**config.mk**
```make
export PLATFORM = sky130hd
export DESIGN_NAME = stim_one_decode
export DESIGN_NICKNAME = d
export VERILOG_FILES = /design/src/rtl/stim_one_pkg.sv /design/src/rtl/stim_one_decode.sv /design/src/rtl/profile_store.sv
export SDC_FILE = /design/constraint.sdc
export NUM_CORES = 1
export LEC_CHECK = 0
export BUFFER_PORTS_ARGS = -buffer_cell sky130_fd_sc_hd__buf_2
export CAP_MARGIN = 30
export CORE_UTILIZATION = 25
export DETAILED_ROUTE_END_ITERATION = 10
export HOLD_SLACK_MARGIN = 0.05
export SYNTH_ARGS = -nofsm -noshare
export SYNTH_HDL_FRONTEND = slang
export SYNTH_SLANG_ARGS = --single-unit
```
**constraint.sdc**
```tcl
create_clock -name sys_clk -period 2.2 [get_ports sys_clk]
set_input_delay 0.22 -clock sys_clk [delete_from_list [all_inputs] [get_ports sys_clk]]
set_output_delay 0.22 -clock sys_clk [all_outputs]
set_load 0.02 [all_outputs]
```
**src/rtl/stim_one_pkg.sv**
```systemverilog
// constants and types for the first-stimulus response decoder
// Contract
// - select 000 takes vbus ready before the port switch closes as the stimulus, without waiting for removal.
// - select 001 and 110 fire on the positive output above threshold, 011 on the negative output.
// - select 010 fires when the positive output is below threshold and above the fixed floor.
// - select 111 takes vbus present after the switch closes, no wait for removal; 100 and 101 never fire.
// - a do-not-use magnitude value is refused and the field keeps its previous setting.
// - for response codes 0001 to 0011 the magnitude picks the pin voltage, 0000 meaning pull-down.
// - for resistor responses the magnitude picks the resistor value.
// - for divider responses the magnitude picks the least total divider resistance.
// - response 0000 removes every response from both outputs.
// - codes 0001-0011 drive voltage and 0100, 0111, 1101 a resistor on positive, negative or both.
// - codes 0110, 1001, 1100 tap a divider; 1010 bridges the outputs; 0101, 1000, 1011 do nothing.
// - codes 1110 and 1111 keep the reset pull-downs for select 000, drop them for 111, else no change.
// - an untouched pin keeps its reset pull-down only for select 000 with no other response on it.
// - voltage with magnitude 0000 turns on the pull-down current chosen by the current field.
// - the threshold is ignored for select 000 and 111, and threshold 1111 is refused.
// - the three registers are filled from internal memory for the active profile and read only.
package stim_one_pkg;

  // ==========================================================
  // register map and reset values
  localparam logic [7:0] ADDR_SEL_TIMER = 8'h31;
  localparam logic [7:0] ADDR_RESP_MAG  = 8'h32;
  localparam logic [7:0] ADDR_PD_TH     = 8'h33;
  localparam logic [7:0] RST_SEL_TIMER  = 8'h00;
  localparam logic [7:0] RST_RESP_MAG   = 8'h26;
  localparam logic [7:0] RST_PD_TH      = 8'h00;
  localparam logic [7:0] READ_UNMAPPED  = 8'h00;

  // ==========================================================
  // field positions
  localparam int SEL_LSB  = 0;
  localparam int RESP_LSB = 0;
  localparam int MAG_LSB  = 4;
  localparam int TH_LSB   = 0;
  localparam int PUPD_LSB = 4;

  // ==========================================================
  // stimulus select codes
  localparam logic [2:0] SEL_VBUS_PRE  = 3'h0;
  localparam logic [2:0] SEL_DP_HI_A   = 3'h1;
  localparam logic [2:0] SEL_DP_WINDOW = 3'h2;
  localparam logic [2:0] SEL_DM_HI     = 3'h3;
  localparam logic [2:0] SEL_DP_HI_B   = 3'h6;
  localparam logic [2:0] SEL_VBUS_POST = 3'h7;

  // ==========================================================
  // response codes
  localparam logic [3:0] RESP_REMOVE    = 4'h0;
  localparam logic [3:0] RESP_VOLT_DP   = 4'h1;
  localparam logic [3:0] RESP_VOLT_DM   = 4'h2;
  localparam logic [3:0] RESP_VOLT_BOTH = 4'h3;
  localparam logic [3:0] RESP_RES_DP    = 4'h4;
  localparam logic [3:0] RESP_DIV_DP    = 4'h6;
  localparam logic [3:0] RESP_RES_DM    = 4'h7;
  localparam logic [3:0] RESP_DIV_DM    = 4'h9;
  localparam logic [3:0] RESP_BRIDGE    = 4'ha;
  localparam logic [3:0] RESP_DIV_BOTH  = 4'hc;
  localparam logic [3:0] RESP_RES_BOTH  = 4'hd;
  localparam logic [3:0] RESP_KEEP_A    = 4'he;
  localparam logic [3:0] RESP_KEEP_B    = 4'hf;

  localparam logic [3:0] MAG_PULLDOWN   = 4'h0;
  localparam logic [3:0] MAG_DO_NOT_USE = 4'hf;
  localparam logic [3:0] TH_DO_NOT_USE  = 4'hf;

  // ==========================================================
  // profile fetch: three bytes per profile, stride of four words
  localparam logic [1:0] LOAD_LAST   = 2'd2;
  localparam int         PROFILE_SHIFT = 2;

  typedef enum logic [1:0] {LOAD_IDLE, LOAD_FETCH, LOAD_DRAIN} load_state_t;

endpackage : stim_one_pkg

```
**src/rtl/stim_one_decode.sv**
```systemverilog
// first-stimulus detect and response switch decoder
`timescale 1ns/10ps
module stim_one_decode #(
  parameter int AW = 6
) (
  // clock and reset
  input  wire logic          sys_clk,
  input  wire logic          rstn,
  // profile memory programming
  input  wire logic          mem_wr_en,
  input  wire logic [AW-1:0] mem_wr_addr,
  input  wire logic [7:0]    mem_wr_data,
  // profile load request
  input  wire logic          load_req,
  input  wire logic [3:0]    profile_sel,
  output logic               load_busy,
  // register read port
  input  wire logic [7:0]    rd_addr,
  output logic [7:0]         rd_data,
  // sequencing
  input  wire logic          emu_reset,
  input  wire logic          arm,
  output logic               stim_hit,
  output logic               stim_done,
  // analog comparator pins
  input  wire logic          vbus_ready_pin,
  input  wire logic          vbus_present_pin,
  input  wire logic          dp_above_th_pin,
  input  wire logic          dm_above_th_pin,
  input  wire logic          dp_above_floor_pin,
  output logic [3:0]         threshold_code,
  // switch controls
  output logic               dp_volt_en,
  output logic               dm_volt_en,
  output logic [3:0]         volt_mag,
  output logic               dp_res_en,
  output logic               dm_res_en,
  output logic [3:0]         res_mag,
  output logic               dp_div_en,
  output logic               dm_div_en,
  output logic [3:0]         div_mag,
  output logic               bridge_en,
  output logic               dp_pd15k_en,
  output logic               dm_pd15k_en,
  output logic               pd_cur_en,
  output logic [1:0]         pd_cur_code
);
  import stim_one_pkg::*;

  // ==========================================================
  // helpers
  function automatic logic [1:0] resp_pins(input logic [3:0] c);
    case (c)
      RESP_VOLT_DP, RESP_RES_DP, RESP_DIV_DP:       resp_pins = 2'b10;
      RESP_VOLT_DM, RESP_RES_DM, RESP_DIV_DM:       resp_pins = 2'b01;
      RESP_VOLT_BOTH, RESP_RES_BOTH, RESP_DIV_BOTH: resp_pins = 2'b11;
      default:                                      resp_pins = 2'b00;
    endcase
  endfunction : resp_pins

  // pin state is {volt, res, div, pd15k}
  function automatic logic [3:0] next_pin(
    input logic [3:0] cur,
    input logic       touched,
    input logic [3:0] c,
    input logic [2:0] sel,
    input logic       vo,
    input logic       rs,
    input logic       dv
  );
    logic busy;
    busy = cur[3] | cur[2] | cur[1];
    next_pin = cur;
    if (c == RESP_REMOVE) begin
      next_pin = 4'b0000;
    end else if (touched) begin
      next_pin = {vo, rs, dv, 1'b0};
    end else if (c == RESP_KEEP_A || c == RESP_KEEP_B) begin
      if (sel == SEL_VBUS_POST) begin
        next_pin = {cur[3:1], 1'b0};
      end
    end else if (vo | rs | dv | (c == RESP_BRIDGE)) begin
      next_pin = {cur[3:1], cur[0] & (sel == SEL_VBUS_PRE) & ~busy & (c != RESP_BRIDGE)};
    end
  endfunction : next_pin

  // ==========================================================
  // pin synchronisers
  logic [4:0] pin_meta;
  logic [4:0] pin_sync;

  always_ff @(posedge sys_clk) begin
    if (!rstn) begin
      pin_meta <= 5'h00;
      pin_sync <= 5'h00;
    end else begin
      pin_meta <= {vbus_ready_pin, vbus_present_pin, dp_above_th_pin,
                   dm_above_th_pin, dp_above_floor_pin};
      pin_sync <= pin_meta;
    end
  end

  wire vbus_ready   = pin_sync[4];
  wire vbus_present = pin_sync[3];
  wire dp_hi        = pin_sync[2];
  wire dm_hi        = pin_sync[1];
  wire dp_floor     = pin_sync[0];

  // ==========================================================
  // profile fetch from internal memory
  load_state_t     load_state;
  logic [1:0]      load_idx;
  logic [1:0]      cap_idx;
  logic            cap_valid;
  logic [3:0]      load_prof;
  logic [7:0]      mem_rd_data;
  logic [7:0]      reg_sel_timer;
  logic [7:0]      reg_resp_mag;
  logic [7:0]      reg_pd_th;

  wire [AW-1:0] mem_rd_addr =
    AW'({load_prof, load_idx});

  profile_store #(
    .WIDTH (8),
    .DEPTH (1 << AW),
    .AW    (AW)
  ) u_store (
    .sys_clk (sys_clk),
    .wr_en   (mem_wr_en),
    .wr_addr (mem_wr_addr),
    .wr_data (mem_wr_data),
    .rd_addr (mem_rd_addr),
    .rd_data (mem_rd_data)
  );

  always_ff @(posedge sys_clk) begin
    if (!rstn) begin
      load_state <= LOAD_IDLE;
      load_idx   <= 2'd0;
      load_prof  <= 4'h0;
      cap_valid  <= 1'b0;
      cap_idx    <= 2'd0;
    end else begin
      cap_valid <= (load_state == LOAD_FETCH);
      cap_idx   <= load_idx;
      case (load_state)
        LOAD_IDLE: begin
          if (load_req) begin
            load_prof  <= profile_sel;
            load_idx   <= 2'd0;
            load_state <= LOAD_FETCH;
          end
        end
        LOAD_FETCH: begin
          if (load_idx == LOAD_LAST) begin
            load_state <= LOAD_DRAIN;
          end else begin
            load_idx <= load_idx + 2'd1;
          end
        end
        LOAD_DRAIN: load_state <= LOAD_IDLE;
        default:    load_state <= LOAD_IDLE;
      endcase
    end
  end

  // ==========================================================
  // configuration registers, written only by the fetch
  wire [3:0] new_mag = mem_rd_data[MAG_LSB +: 4];
  wire [3:0] new_th  = mem_rd_data[TH_LSB +: 4];
  wire [3:0] kept_mag =
    (new_mag == MAG_DO_NOT_USE) ? reg_resp_mag[MAG_LSB +: 4] : new_mag;
  wire [3:0] kept_th =
    (new_th == TH_DO_NOT_USE) ? reg_pd_th[TH_LSB +: 4] : new_th;

  always_ff @(posedge sys_clk) begin
    if (!rstn) begin
      reg_sel_timer <= RST_SEL_TIMER;
      reg_resp_mag  <= RST_RESP_MAG;
      reg_pd_th     <= RST_PD_TH;
    end else if (cap_valid) begin
      case (cap_idx)
        2'd0:    reg_sel_timer <= {1'b0, mem_rd_data[6:0]};
        2'd1:    reg_resp_mag  <= {kept_mag, mem_rd_data[RESP_LSB +: 4]};
        2'd2:    reg_pd_th     <= {2'b00, mem_rd_data[PUPD_LSB +: 2], kept_th};
        default: reg_pd_th     <= reg_pd_th;
      endcase
    end
  end

  // read only: there is no write path from the host side
  wire [7:0] next_rd_data =
    (rd_addr == ADDR_SEL_TIMER) ? reg_sel_timer :
    (rd_addr == ADDR_RESP_MAG)  ? reg_resp_mag  :
    (rd_addr == ADDR_PD_TH)     ? reg_pd_th     : READ_UNMAPPED;

  // ==========================================================
  // field decode
  wire [2:0] sel  = reg_sel_timer[SEL_LSB +: 3];
  wire [3:0] code = reg_resp_mag[RESP_LSB +: 4];
  wire [3:0] mag  = reg_resp_mag[MAG_LSB +: 4];
  wire [1:0] pupd = reg_pd_th[PUPD_LSB +: 2];

  // ==========================================================
  // stimulus detect
  logic cond;
  always_comb begin
    case (sel)
      SEL_VBUS_PRE:  cond = vbus_ready;
      SEL_DP_HI_A:   cond = dp_hi;
      SEL_DP_HI_B:   cond = dp_hi;
      SEL_DM_HI:     cond = dm_hi;
      SEL_DP_WINDOW: cond = ~dp_hi & dp_floor;
      SEL_VBUS_POST: cond = vbus_present;
      default:       cond = 1'b0;
    endcase
  end

  // vbus selects complete at once; comparator selects wait for release
  wire no_wait = (sel == SEL_VBUS_PRE) || (sel == SEL_VBUS_POST);
  logic armed;
  logic hit_seen;
  wire  fire = armed & cond & ~load_busy;

  always_ff @(posedge sys_clk) begin
    if (!rstn || emu_reset) begin
      armed     <= 1'b0;
      hit_seen  <= 1'b0;
      stim_hit  <= 1'b0;
      stim_done <= 1'b0;
    end else begin
      stim_hit <= fire;
      if (fire) begin
        armed     <= 1'b0;
        hit_seen  <= 1'b1;
        stim_done <= no_wait;
      end else if (arm) begin
        armed     <= 1'b1;
        hit_seen  <= 1'b0;
        stim_done <= 1'b0;
      end else if (hit_seen && !cond) begin
        stim_done <= 1'b1;
      end
    end
  end

  // threshold only matters for comparator selects
  wire [3:0] next_th = no_wait ? 4'h0 : reg_pd_th[TH_LSB +: 4];

  // ==========================================================
  // response decode
  wire       is_volt = (code == RESP_VOLT_DP) || (code == RESP_VOLT_DM) ||
                       (code == RESP_VOLT_BOTH);
  wire       is_res  = (code == RESP_RES_DP) || (code == RESP_RES_DM) ||
                       (code == RESP_RES_BOTH);
  wire       is_div  = (code == RESP_DIV_DP) || (code == RESP_DIV_DM) ||
                       (code == RESP_DIV_BOTH);
  wire [1:0] pins    = resp_pins(code);

  wire [3:0] dp_cur = {dp_volt_en, dp_res_en, dp_div_en, dp_pd15k_en};
  wire [3:0] dm_cur = {dm_volt_en, dm_res_en, dm_div_en, dm_pd15k_en};
  wire [3:0] dp_nxt = next_pin(dp_cur, pins[1], code, sel, is_volt, is_res, is_div);
  wire [3:0] dm_nxt = next_pin(dm_cur, pins[0], code, sel, is_volt, is_res, is_div);

  wire next_bridge = (code == RESP_BRIDGE) ? 1'b1 :
                     (code == RESP_REMOVE) ? 1'b0 : bridge_en;
  wire pd_cur_on   = is_volt && (mag == MAG_PULLDOWN);
  wire next_pd_cur = is_volt ? pd_cur_on :
                     (code == RESP_REMOVE) ? 1'b0 : pd_cur_en;

  // ==========================================================
  // switch control registers, updated only on a stimulus
  always_ff @(posedge sys_clk) begin
    if (!rstn || emu_reset) begin
      {dp_volt_en, dp_res_en, dp_div_en, dp_pd15k_en} <= 4'b0001;
      {dm_volt_en, dm_res_en, dm_div_en, dm_pd15k_en} <= 4'b0001;
      bridge_en   <= 1'b0;
      volt_mag    <= 4'h0;
      res_mag     <= 4'h0;
      div_mag     <= 4'h0;
      pd_cur_en   <= 1'b0;
      pd_cur_code <= 2'b00;
    end else if (fire) begin
      {dp_volt_en, dp_res_en, dp_div_en, dp_pd15k_en} <= dp_nxt;
      {dm_volt_en, dm_res_en, dm_div_en, dm_pd15k_en} <= dm_nxt;
      bridge_en <= next_bridge;
      pd_cur_en <= next_pd_cur;
      if (is_volt) begin
        volt_mag    <= mag;
        pd_cur_code <= pupd;
      end
      if (is_res) begin
        res_mag <= mag;
      end
      if (is_div) begin
        div_mag <= mag;
      end
    end
  end

  // ==========================================================
  // registered status outputs
  always_ff @(posedge sys_clk) begin
    if (!rstn) begin
      rd_data        <= READ_UNMAPPED;
      threshold_code <= 4'h0;
      load_busy      <= 1'b0;
    end else begin
      rd_data        <= next_rd_data;
      threshold_code <= next_th;
      load_busy      <= (load_state != LOAD_IDLE) || load_req || cap_valid;
    end
  end

endmodule : stim_one_decode

```
**src/rtl/profile_store.sv**
```systemverilog
// small profile memory with registered read data
`timescale 1ns/10ps
module profile_store #(
  parameter int WIDTH = 8,
  parameter int DEPTH = 64,
  parameter int AW    = 6
) (
  // clock
  input  wire logic             sys_clk,
  // programming port
  input  wire logic             wr_en,
  input  wire logic [AW-1:0]    wr_addr,
  input  wire logic [WIDTH-1:0] wr_data,
  // read port
  input  wire logic [AW-1:0]    rd_addr,
  output logic      [WIDTH-1:0] rd_data
);

  // ==========================================================
  // storage, no reset so it maps onto a plain array
  logic [WIDTH-1:0] mem [DEPTH];

  always_ff @(posedge sys_clk) begin
    if (wr_en) begin
      mem[wr_addr] <= wr_data;
    end
    rd_data <= mem[rd_addr];
  end

endmodule : profile_store

```
==> qor.csv, run 1 <==
metric,value,unit
Yosys top cell by area,sky130_fd_sc_hd__edfxtp_1,
last weighted congestion value of the routability-driven placer,0.796,
Total Nets Final,1578,
ratio of final minimum period to clock period,0.989,
largest driver fanout on the critical path,5,
Detail Route Antenna Nets,0,
total of flip-flops plus latches after synthesis,605,
Setup Viol. Count Final,0,
Die W,309,microns
prevailing post-synth register cell,sky130_fd_sc_hd__edfxtp_1,
Chip Height,309,microns
Synth Net Count,1329,
starting density of the core,0.253,
setup_tns,0,ps
Final Max Tran Viols,0,
pin slew with the least headroom to its limit,970,ps
number of warnings issued by yosys,0,
largest net degree at the start of global routing,65,
Post-Route Skew,46.7,ps
part of the Yosys area used for sequential elements,0.731,
max-cap viol count,0,
most used cells in the layout excluding fill and tap cells,"sky130_fd_sc_hd__edfxtp_1 (512), sky130_fd_sc_hd__buf_4 (145), sky130_fd_sc_hd__mux4_2 (124), sky130_fd_sc_hd__nor2_1 (89), sky130_fd_sc_hd__dfxtp_1 (89)",
total leakage power,9.32,nW
core area,0.0933,sq mm
worst setup path class,flop to flop,
vias in the first global route,13100,
Fmax,460,MHz
io pins,76,
CP max stage cell,sky130_fd_sc_hd__mux4_2,
Tightest Hold Check Type,input port to flop,
reg2reg start,load_idx[0],
end of the worst register-to-register path,u_store.rd_data[2],
worst vdd ir,0.663,mV
cell chosen for the clock root,sky130_fd_sc_hd__clkbuf_16,
Synth area leaders,"sky130_fd_sc_hd__edfxtp_1 (65%), sky130_fd_sc_hd__mux4_2 (12%), sky130_fd_sc_hd__dfxtp_1 (7.9%)",
"Min Clock Period, post-route",2170,ps
cell type with the highest occurrence count on the critical path,sky130_fd_sc_hd__buf_12,
CTS tree,done,
Synth async-reset ratio,0,
Hold Path Cell Cnt,2,
number of DRC violations after detailed routing,0,
synthesized area per cell,18.3,sq um
Final HPWL DP,37600,microns
Synth Instances,1291,
data required time of the worst path,2690,ps
startpoint class of the critical path,flop,
Vias per Instance,4.51,
overflow left after global routing,0,
power per cell area,831,mW/mm^2
area share of the largest cell type after synthesis,0.652,
delay contributed by the slowest stage of the critical path,520,ps
result of the run,completed,
total wire length after detailed routing,58100,microns
worst-case clock buffer depth,3,
global-route wire length before repair,85300,microns
headroom to the max-slew limit,0.352,
via count,12800,
growth of design area from synthesis to finish,22.3,%
number of distinct library cells after synthesis,67,
summed area of non-filler cells in the final layout,0.0288,sq mm
share of final-layout standard cells stronger than drive strength 1,0.315,
Worst Reg2Reg Path Length in Cells,7,
number of CTS-inserted buffers,58,
"Hold Violations, Final",0,
"leading cell type in the layout, fill and taps excluded",sky130_fd_sc_hd__edfxtp_1,
"EDFF count, synth",512,
Syn Std Cell Area,0.0236,sq mm
area of the die,0.0956,sq mm
count of buffers from port buffering,75,
starting DRC count in detailed routing,1231,
hold slack,104,ps
clock-pin slew of the registers on the worst-case setup and hold paths,70,ps
clock latency reported for the late side of the worst-skew pair,640,ps
critical-path cell list,buf_12 -> buf_12 -> mux4_2 -> nor2b_4 -> a211oi_4 -> nor4_4 -> a221o_1,
Worst setup EP type,flop,
setup repair after global routing missed its margin,true,
total routing usage reported by global routing,0.120,
std cell rows,112,
per-cell routed wire length,20.4,microns
number of detailed-route iterations in the first pass,5,
Placed Instance Area,0.0264,sq mm
number of clock sinks seen by CTS,605,
antenna violations before repair,12,
H-tree level count,2,
fill cell instance count of the final layout,9144,
destination of the worst hold path,u_store.mem[62][0],
Worst R2R Setup Slack,30,ps
source of the worst hold timing path,mem_wr_data[0],
arrival time of data at the critical path endpoint,2660,ps
[power breakdown]
group	total, mW	leakage, nW	switching (mW)	internal (mW)
Combinational	1.55	3.04	0.847	0.707
Sequential	12.7	5.37	0.131	12.5
Clock	9.73	0.914	4.35	5.38
[Yosys cell counts, types with 14 or more instances]
master                     instances
sky130_fd_sc_hd__a211oi_1         14
sky130_fd_sc_hd__and2_1           20
sky130_fd_sc_hd__dfxtp_1          93
sky130_fd_sc_hd__mux2i_1          39
sky130_fd_sc_hd__nor2_1           91
sky130_fd_sc_hd__o21ai_0          14
sky130_fd_sc_hd__nand2_1          49
sky130_fd_sc_hd__clkbuf_1         34
sky130_fd_sc_hd__mux4_2          124
sky130_fd_sc_hd__a22oi_1          43
sky130_fd_sc_hd__nor2b_1          52
sky130_fd_sc_hd__edfxtp_1        512
[metrics by stage]
step,setup WS (ps),std cells,util,total power [mW]
after floorplan,257,1291,-,13.7
after global placement,-245,2697,0.283,14.3
after detailed placement,-228,2697,0.283,14.3
after CTS,-2.27,2830,0.306,24.1
after global routing,-21.0,2844,0.309,24.7
final,25.2,2846,0.309,24.0
[worst max-delay path by stage]
stage,cells after the start,from,endpoint,slack (ps)
4_1_cts,6,load_idx[0],u_store.rd_data[1],-2
3_5_place_dp,6,load_idx[1],u_store.rd_data[2],-230
3_3_place_gp,6,load_prof[0],u_store.rd_data[2],-240
5_1_grt,7,load_prof[1],u_store.rd_data[0],-20
2_1_floorplan,8,load_idx[0],u_store.rd_data[4],260
6_report,7,load_idx[0],u_store.rd_data[2],30
[what timing repair did]
action                                  CTS  global route
hold buffers                             23             0
hold endpoints to repair                 39             0
endpoints found under the setup margin    6             8
buffers inserted                          1             8
gates cloned                              1             4
pin swaps                                 1             7
gates resized for setup                   7            23
[state kept, by name, summed over array words and instances (netlist names), 4 cells and up]
name	flops
u_store.rd_data	8
div_mag	4
res_mag	4
u_store.mem	512
rd_data	8
pin_meta	5
volt_mag	4
pin_sync	5
reg_pd_th	6
reg_sel_timer	7
reg_resp_mag	8
load_prof	4
threshold_code	4
[cell type report]
| type | count | area, sq um | area share |
|---|---|---|---|
| Antenna cell | 4 | 10.0 | 0.000347 |
| Clock inverter | 34 | 273 | 0.00946 |
| Multi-Input combinational cell | 602 | 5980 | 0.207 |
| Timing Repair Buffer | 264 | 2130 | 0.0738 |
| Inverter | 9 | 33.8 | 0.00117 |
| Tap cell | 1254 | 1570 | 0.0544 |
| Clock buffer | 74 | 1600 | 0.0553 |
| Sequential cell | 605 | 17200 | 0.598 |
[critical path, delay by kind of cell, from the launching register on]
family | cells | cell delay (ps)
buffers and inverters | 2 | 280
multiplexers | 1 | 520
flip-flops | 1 | 370
AND/OR/NAND/NOR | 2 | 270
AO/OA/AOI/OAI | 2 | 600
[kinds of logic after synthesis]
| logic type | share of synthesized area |
|---|---|
| AO/OA/AOI/OAI | 0.0458 |
| adder cells (fa/ha/maj) | 0.000530 |
| flip-flops | 0.731 |
| buffers and inverters | 0.0203 |
| multiplexers | 0.138 |
| AND/OR/NAND/NOR | 0.0623 |
| XOR/XNOR | 0.00186 |
[metal layers]
| layer | global-route usage | part of all wire |
|---|---|---|
| met2 | 0.182 | 0.45 |
| met5 | 0 | 0.0015 |
| met3 | 0.0349 | 0.086 |
| met1 | 0.166 | 0.44 |
| met4 | 0.0307 | 0.022 |
Note: power is estimated with default switching activity, not from simulation.
==> run 2, diff against run 1 <==
--- a/config.mk
+++ b/config.mk
@@ -9,7 +9,7 @@
 export CAP_MARGIN = 30
 export CORE_UTILIZATION = 25
 export DETAILED_ROUTE_END_ITERATION = 10
-export HOLD_SLACK_MARGIN = 0.05
+export HOLD_SLACK_MARGIN = 0.12
 export SYNTH_ARGS = -nofsm -noshare
 export SYNTH_HDL_FRONTEND = slang
 export SYNTH_SLANG_ARGS = --single-unit
==> run 2 against run 1 <==
Net effect: flip-flop and latch count unchanged; maximum frequency fell by 0.17%; clock-buffer cell count is the same; highest routed layer unchanged.
==> qor.csv, run 2 (synthesis results as in run 1) <==
metric,value,unit,change
pin slew with the least headroom to its limit,997,ps,+26.8 ps
"Min Clock Period, post-route",2180,ps,+3.74 ps
std cell rows,112,,unchanged
total routing usage reported by global routing,0.120,,+0.000120
number of clock sinks seen by CTS,605,,unchanged
cell chosen for the clock root,sky130_fd_sc_hd__clkbuf_16,,
overflow left after global routing,0,,unchanged
register with the most flip-flops,u_store.mem,,
Setup Viol. Count Final,0,,unchanged
delay contributed by the slowest stage of the critical path,520,ps,about the same
number of placed instances with taps included,2697,,unchanged
power per cell area,829,mW/mm^2,-0.21%
CP max stage cell,sky130_fd_sc_hd__mux4_2,,
Final Max Tran Viols,0,,unchanged
Fmax,459,MHz,-0.17%
area of the die,0.0956,sq mm,unchanged
area occupied by registers,0.0172,sq mm,unchanged
setup repair after global routing missed its margin,true,,
total leakage power,9.36,nW,+0.37%
"leading cell type in the layout, fill and taps excluded",sky130_fd_sc_hd__edfxtp_1,,
clock-pin slew of the registers on the worst-case setup and hold paths,70,ps,about the same
startpoint class of the critical path,flop,,
largest net degree at the start of global routing,65,,unchanged
result of the run,completed,,
CTS tree,done,,
Die W,309,microns,unchanged
number of DRC violations after detailed routing,0,,unchanged
final cell count without fillers,2853,,+0.25%
global-route wire length before repair,85500,microns,+0.16%
Vias per Instance,4.51,,+0.14%
ratio of final minimum period to clock period,0.990,,+0.00170
growth of design area from synthesis to finish,22.7,%,
starting density of the core,0.253,,unchanged
Detail Route Antenna Nets,0,,unchanged
worst vdd ir,0.661,mV,-0.33%
"Hold Violations, Final",0,,unchanged
Placed Instance Area,0.0264,sq mm,unchanged
vias in the first global route,13100,,+0.44%
Post-Route Skew,47.7,ps,+0.935 ps
headroom to the max-slew limit,0.334,,-0.0179
clock latency reported for the late side of the worst-skew pair,640,ps,about the same
per-cell routed wire length,20.4,microns,about the same
count of buffers from port buffering,75,,unchanged
share of final-layout standard cells stronger than drive strength 1,0.314,,-0.00178
Tightest Hold Check Type,input port to flop,,
via count,12900,,+0.38%
post-route worst setup slack,21.4,ps,-3.74 ps
Worst setup EP type,flop,,
starting DRC count in detailed routing,1294,,+5.1%
Chip Height,309,microns,unchanged
worst setup path class,flop to flop,,
summed area of non-filler cells in the final layout,0.0289,sq mm,+0.29%
most used cells in the layout excluding fill and tap cells,"sky130_fd_sc_hd__edfxtp_1 (512), sky130_fd_sc_hd__buf_4 (145), sky130_fd_sc_hd__mux4_2 (124), sky130_fd_sc_hd__nor2_1 (89), sky130_fd_sc_hd__dfxtp_1 (89)",,
hold slack,173,ps,+69.5 ps
area taken by multi-input logic gates,0.00598,sq mm,unchanged
arrival time of data at the critical path endpoint,2670,ps,about the same
data required time of the worst path,2690,ps,about the same
Total Nets Final,1587,,+0.57%
antenna violations before repair,10,,-2
number of detailed-route iterations in the first pass,5,,unchanged
core area,0.0933,sq mm,unchanged
cell type with the highest occurrence count on the critical path,sky130_fd_sc_hd__buf_12,,
setup slack after placement,-228,ps,unchanged
total wire length after detailed routing,58200,microns,+0.22%
critical-path cell list,buf_12 -> buf_12 -> mux4_2 -> nor2b_4 -> a211oi_4 -> nor4_4 -> a221o_1,,
max-cap viol count,0,,unchanged
io pins,76,,unchanged
fill cell instance count of the final layout,9141,,-0.033%
number of CTS-inserted buffers,58,,unchanged
"flip-flop count of the largest register, all copies and words added",512,,unchanged
H-tree level count,2,,unchanged
worst-case clock buffer depth,3,,unchanged
largest driver fanout on the critical path,5,,unchanged
Final HPWL DP,37600,microns,unchanged
last weighted congestion value of the routability-driven placer,0.796,,unchanged
## run 2: worst max-delay path: cells and delay by family, from the launching register on
kind / cells / cell delay [ps]
flops: 1 / 370
buf+inv: 2 / 290
simple gates: 2 / 270
compound gates: 2 / 600
mux: 1 / 520
## run 2: stage by stage
step           TNS [ps]  total power, mW  utilization
3_3_place_gp       -357             14.3        0.283
2_1_floorplan         0             13.7            -
3_5_place_dp       -452             14.3        0.283
5_1_grt           -29.5             24.7        0.310
4_1_cts           -2.27             24.1        0.307
6_report              0             24.0        0.310
## run 2: per-layer routing
| metal | routed length, microns | global-route usage |
|---|---|---|
| met1 | 26000 | 0.166 |
| met2 | 26100 | 0.183 |
| met3 | 4880 | 0.0343 |
| met4 | 1190 | 0.0307 |
| met5 | 88 | 0 |
## run 2: cell type report
type                            instances  share of cell area
Tap cell                             1254              0.0542
Clock inverter                         34             0.00943
Antenna cell                            2            0.000173
Clock buffer                           74              0.0551
Sequential cell                       605               0.596
Timing Repair Buffer                  273              0.0767
Inverter                                9             0.00117
Multi-Input combinational cell        602               0.207
## run 2: final timing paths
path | start | cells past startpoint | endpoint | slack (ps)
max reg2reg | load_idx[0] | 7 | u_store.rd_data[2] | 20
min | mem_wr_addr[1] | 3 | u_store.mem[32][4] | 170
max | load_idx[0] | 7 | u_store.rd_data[2] | 20
min reg2reg | pin_meta[0] | 1 | pin_sync[0] | 430
## run 2: timing repair
| action | CTS | global route |
|---|---|---|
| gates cloned | 1 | 4 |
| hold buffers | 32 | 0 |
| endpoints found under the setup margin | 6 | 8 |
| gates resized for setup | 7 | 23 |
| pin swaps | 1 | 7 |
| endpoints found under the hold margin | 193 | 0 |
| setup buffers | 1 | 8 |
## run 2: report_power, final
| part | switching [mW] | internal, mW |
|---|---|---|
| clock | 4.35 | 5.38 |
| sequential | 0.132 | 12.5 |
| combinational | 0.851 | 0.717 |
| total | 5.33 | 18.6 |
==> run 3, diff against run 2 <==
--- a/config.mk
+++ b/config.mk
@@ -8,6 +8,7 @@
 export BUFFER_PORTS_ARGS = -buffer_cell sky130_fd_sc_hd__buf_2
 export CAP_MARGIN = 30
 export CORE_UTILIZATION = 25
+export CTS_BUF_LIST = sky130_fd_sc_hd__clkbuf_4 sky130_fd_sc_hd__clkbuf_8
 export DETAILED_ROUTE_END_ITERATION = 10
 export HOLD_SLACK_MARGIN = 0.12
 export SYNTH_ARGS = -nofsm -noshare
==> run 3 against run 2 <==
Net effect: critical path depth grew 2; combinational power is essentially flat; first-iteration DRC count shrank 6.5%; critical endpoint is now u_store.rd_data[0].
==> qor.csv, run 3 (synthesis results as in run 1) <==
metric,value,unit,change
number of DRC violations after detailed routing,0,,unchanged
growth of design area from synthesis to finish,23.5,%,
Chip Height,309,microns,unchanged
io pins,76,,unchanged
worst vdd ir,0.430,mV,-35%
most used cells in the layout excluding fill and tap cells,"sky130_fd_sc_hd__edfxtp_1 (512), sky130_fd_sc_hd__buf_4 (147), sky130_fd_sc_hd__mux4_2 (124), sky130_fd_sc_hd__clkbuf_8 (103), sky130_fd_sc_hd__nor2_1 (91)",,
vias in the first global route,13600,,+3.2%
std cell rows,112,,unchanged
power per cell area,821,mW/mm^2,-0.94%
switching power as a share of total power,0.230,,+0.00731
headroom to the max-slew limit,0.310,,-0.0243
overall power,23.9,mW,-0.28%
clock-pin slew of the registers on the worst-case setup and hold paths,70,ps,about the same
core area,0.0933,sq mm,unchanged
worst setup path class,flop to flop,,
largest driver fanout on the critical path,12,,+7
Die W,309,microns,unchanged
largest net degree at the start of global routing,65,,unchanged
destination of the worst hold path,u_store.mem[33][0],,
total routing usage reported by global routing,0.121,,+0.00172
number of CTS-inserted buffers,95,,+64%
Vias per Instance,4.54,,+0.63%
Worst setup EP type,flop,,
starting density of the core,0.253,,unchanged
Detail Route Antenna Nets,0,,unchanged
Internal Dissipation,18.4,mW,-1.2%
cell chosen for the clock root,sky130_fd_sc_hd__clkbuf_8,,
ratio of final minimum period to clock period,0.986,,-0.00384
number of detailed-route iterations in the first pass,5,,unchanged
first element of the critical path,load_idx[0],,
CTS tree,done,,
pin slew with the least headroom to its limit,1030,ps,+36.3 ps
Hold Path Cell Cnt,3,,unchanged
share of final-layout standard cells stronger than drive strength 1,0.342,,+0.0286
"Min Clock Period, post-route",2170,ps,-8.46 ps
overflow left after global routing,0,,unchanged
H-tree level count,3,,+1
Fmax,461,MHz,+0.39%
max-cap viol count,0,,unchanged
clock share of power,0.402,,-0.004
area of the die,0.0956,sq mm,unchanged
setup_tns,0,ps,unchanged
per-cell routed wire length,20.2,microns,-1.0%
number of clock sinks seen by CTS,605,,unchanged
"flip-flop count of the largest register, all copies and words added",512,,unchanged
starting DRC count in detailed routing,1210,,-6.5%
last weighted congestion value of the routability-driven placer,0.796,,unchanged
fill cell instance count of the final layout,9126,,-0.16%
source of the worst hold timing path,mem_wr_addr[5],,
reg2reg start,load_idx[0],,
fraction of power consumed by sequential logic,0.531,,+0.002
global-route wire length before repair,86400,microns,+1.1%
register with the most flip-flops,u_store.mem,,
Final Max Tran Viols,0,,unchanged
end of the worst register-to-register path,u_store.rd_data[0],,
Tightest Hold Check Type,input port to flop,,
result of the run,completed,,
via count,13300,,+3.2%
Worst R2R Setup Slack,30,ps,about the same
"Hold Violations, Final",0,,unchanged
arrival time of data at the critical path endpoint,2770,ps,+100 ps
data required time of the worst path,2800,ps,+110 ps
worst-case clock buffer depth,3,,unchanged
total wire length after detailed routing,59100,microns,+1.6%
Setup Viol. Count Final,0,,unchanged
portion of total power attributed to combinational logic,0.067,,+0.002
total leakage power,9.52,nW,+1.7%
Net Switching,5.49,mW,+3.0%
count of buffers from port buffering,75,,unchanged
antenna violations before repair,9,,-1
Post-Route Skew,57.9,ps,+10.2 ps
Final HPWL DP,37600,microns,unchanged
Worst Reg2Reg Path Length in Cells,9,,+2
"leading cell type in the layout, fill and taps excluded",sky130_fd_sc_hd__edfxtp_1,,
startpoint class of the critical path,flop,,
Total Nets Final,1633,,+2.9%
clock latency reported for the late side of the worst-skew pair,710,ps,+70 ps
run 3: final cells by class:
class                      instances  area, sq um  share of cell area
sequential                       605        17200               0.592
antenna                            5         12.5            0.000430
timing repair buffer             282         2320              0.0798
tap                             1254         1570              0.0539
inverter                           9         33.8             0.00116
clock buffer                     134         1650              0.0567
clock inverter                    36          279             0.00958
multi-input combinational        602         6000               0.206
run 3: worst max path at each step:
stage	end
detailed placement	u_store.rd_data[2]
CTS	u_store.rd_data[1]
finish	u_store.rd_data[0]
global route	u_store.rd_data[7]
floorplan	u_store.rd_data[4]
global placement	u_store.rd_data[2]
run 3: power groups by stage:
stage	clock network [mW]	registers [mW]	logic (mW)
3_5_place_dp	0	12.9	1.41
5_1_grt	10.3	12.7	1.71
2_1_floorplan	0	12.8	0.827
6_report	9.62	12.7	1.60
3_3_place_gp	0	12.9	1.38
4_1_cts	9.87	12.7	1.49
run 3: routing by layer:
metal,global-route usage,routed length [microns],vias to the layer above
met1,0.167,26000,6844
li1,-,-,5800
met5,0,63,-
met4,0.0398,1440,10
met2,0.184,26600,534
met3,0.0340,4980,110
run 3: per-stage QoR:
step / worst slack [ps] / utilization / cell area (sq um) / cells / hold slack, ps
3_3_place_gp: -245 / 0.283 / 26400 / 2697 / 423
3_5_place_dp: -228 / 0.283 / 26400 / 2697 / 419
6_report: 29.9 / 0.312 / 29100 / 2927 / 197
2_1_floorplan: 257 / - / 23600 / 1291 / 319
4_1_cts: -16.6 / 0.308 / 28800 / 2907 / 132
5_1_grt: -17.6 / 0.312 / 29100 / 2925 / 172
run 3: timing repair:
action                                 4_1_cts  5_1_grt
setup endpoints to repair                    6        8
resized for setup                            8       21
pin swaps                                    0        4
cloned                                       1        5
hold buffers                                38        0
setup buffers                                1       10
endpoints found under the hold margin      327        0
run 3: critical path: stages, from the launching register on:
cell and delay, ps:
sky130_fd_sc_hd__dfxtp_4 410, sky130_fd_sc_hd__buf_4 140, sky130_fd_sc_hd__buf_12 130, sky130_fd_sc_hd__buf_12 140, sky130_fd_sc_hd__mux4_2 510, sky130_fd_sc_hd__nor2_1 180
sky130_fd_sc_hd__o32ai_2 120, sky130_fd_sc_hd__buf_4 170, sky130_fd_sc_hd__o211ai_1 190, sky130_fd_sc_hd__o21ai_1 90
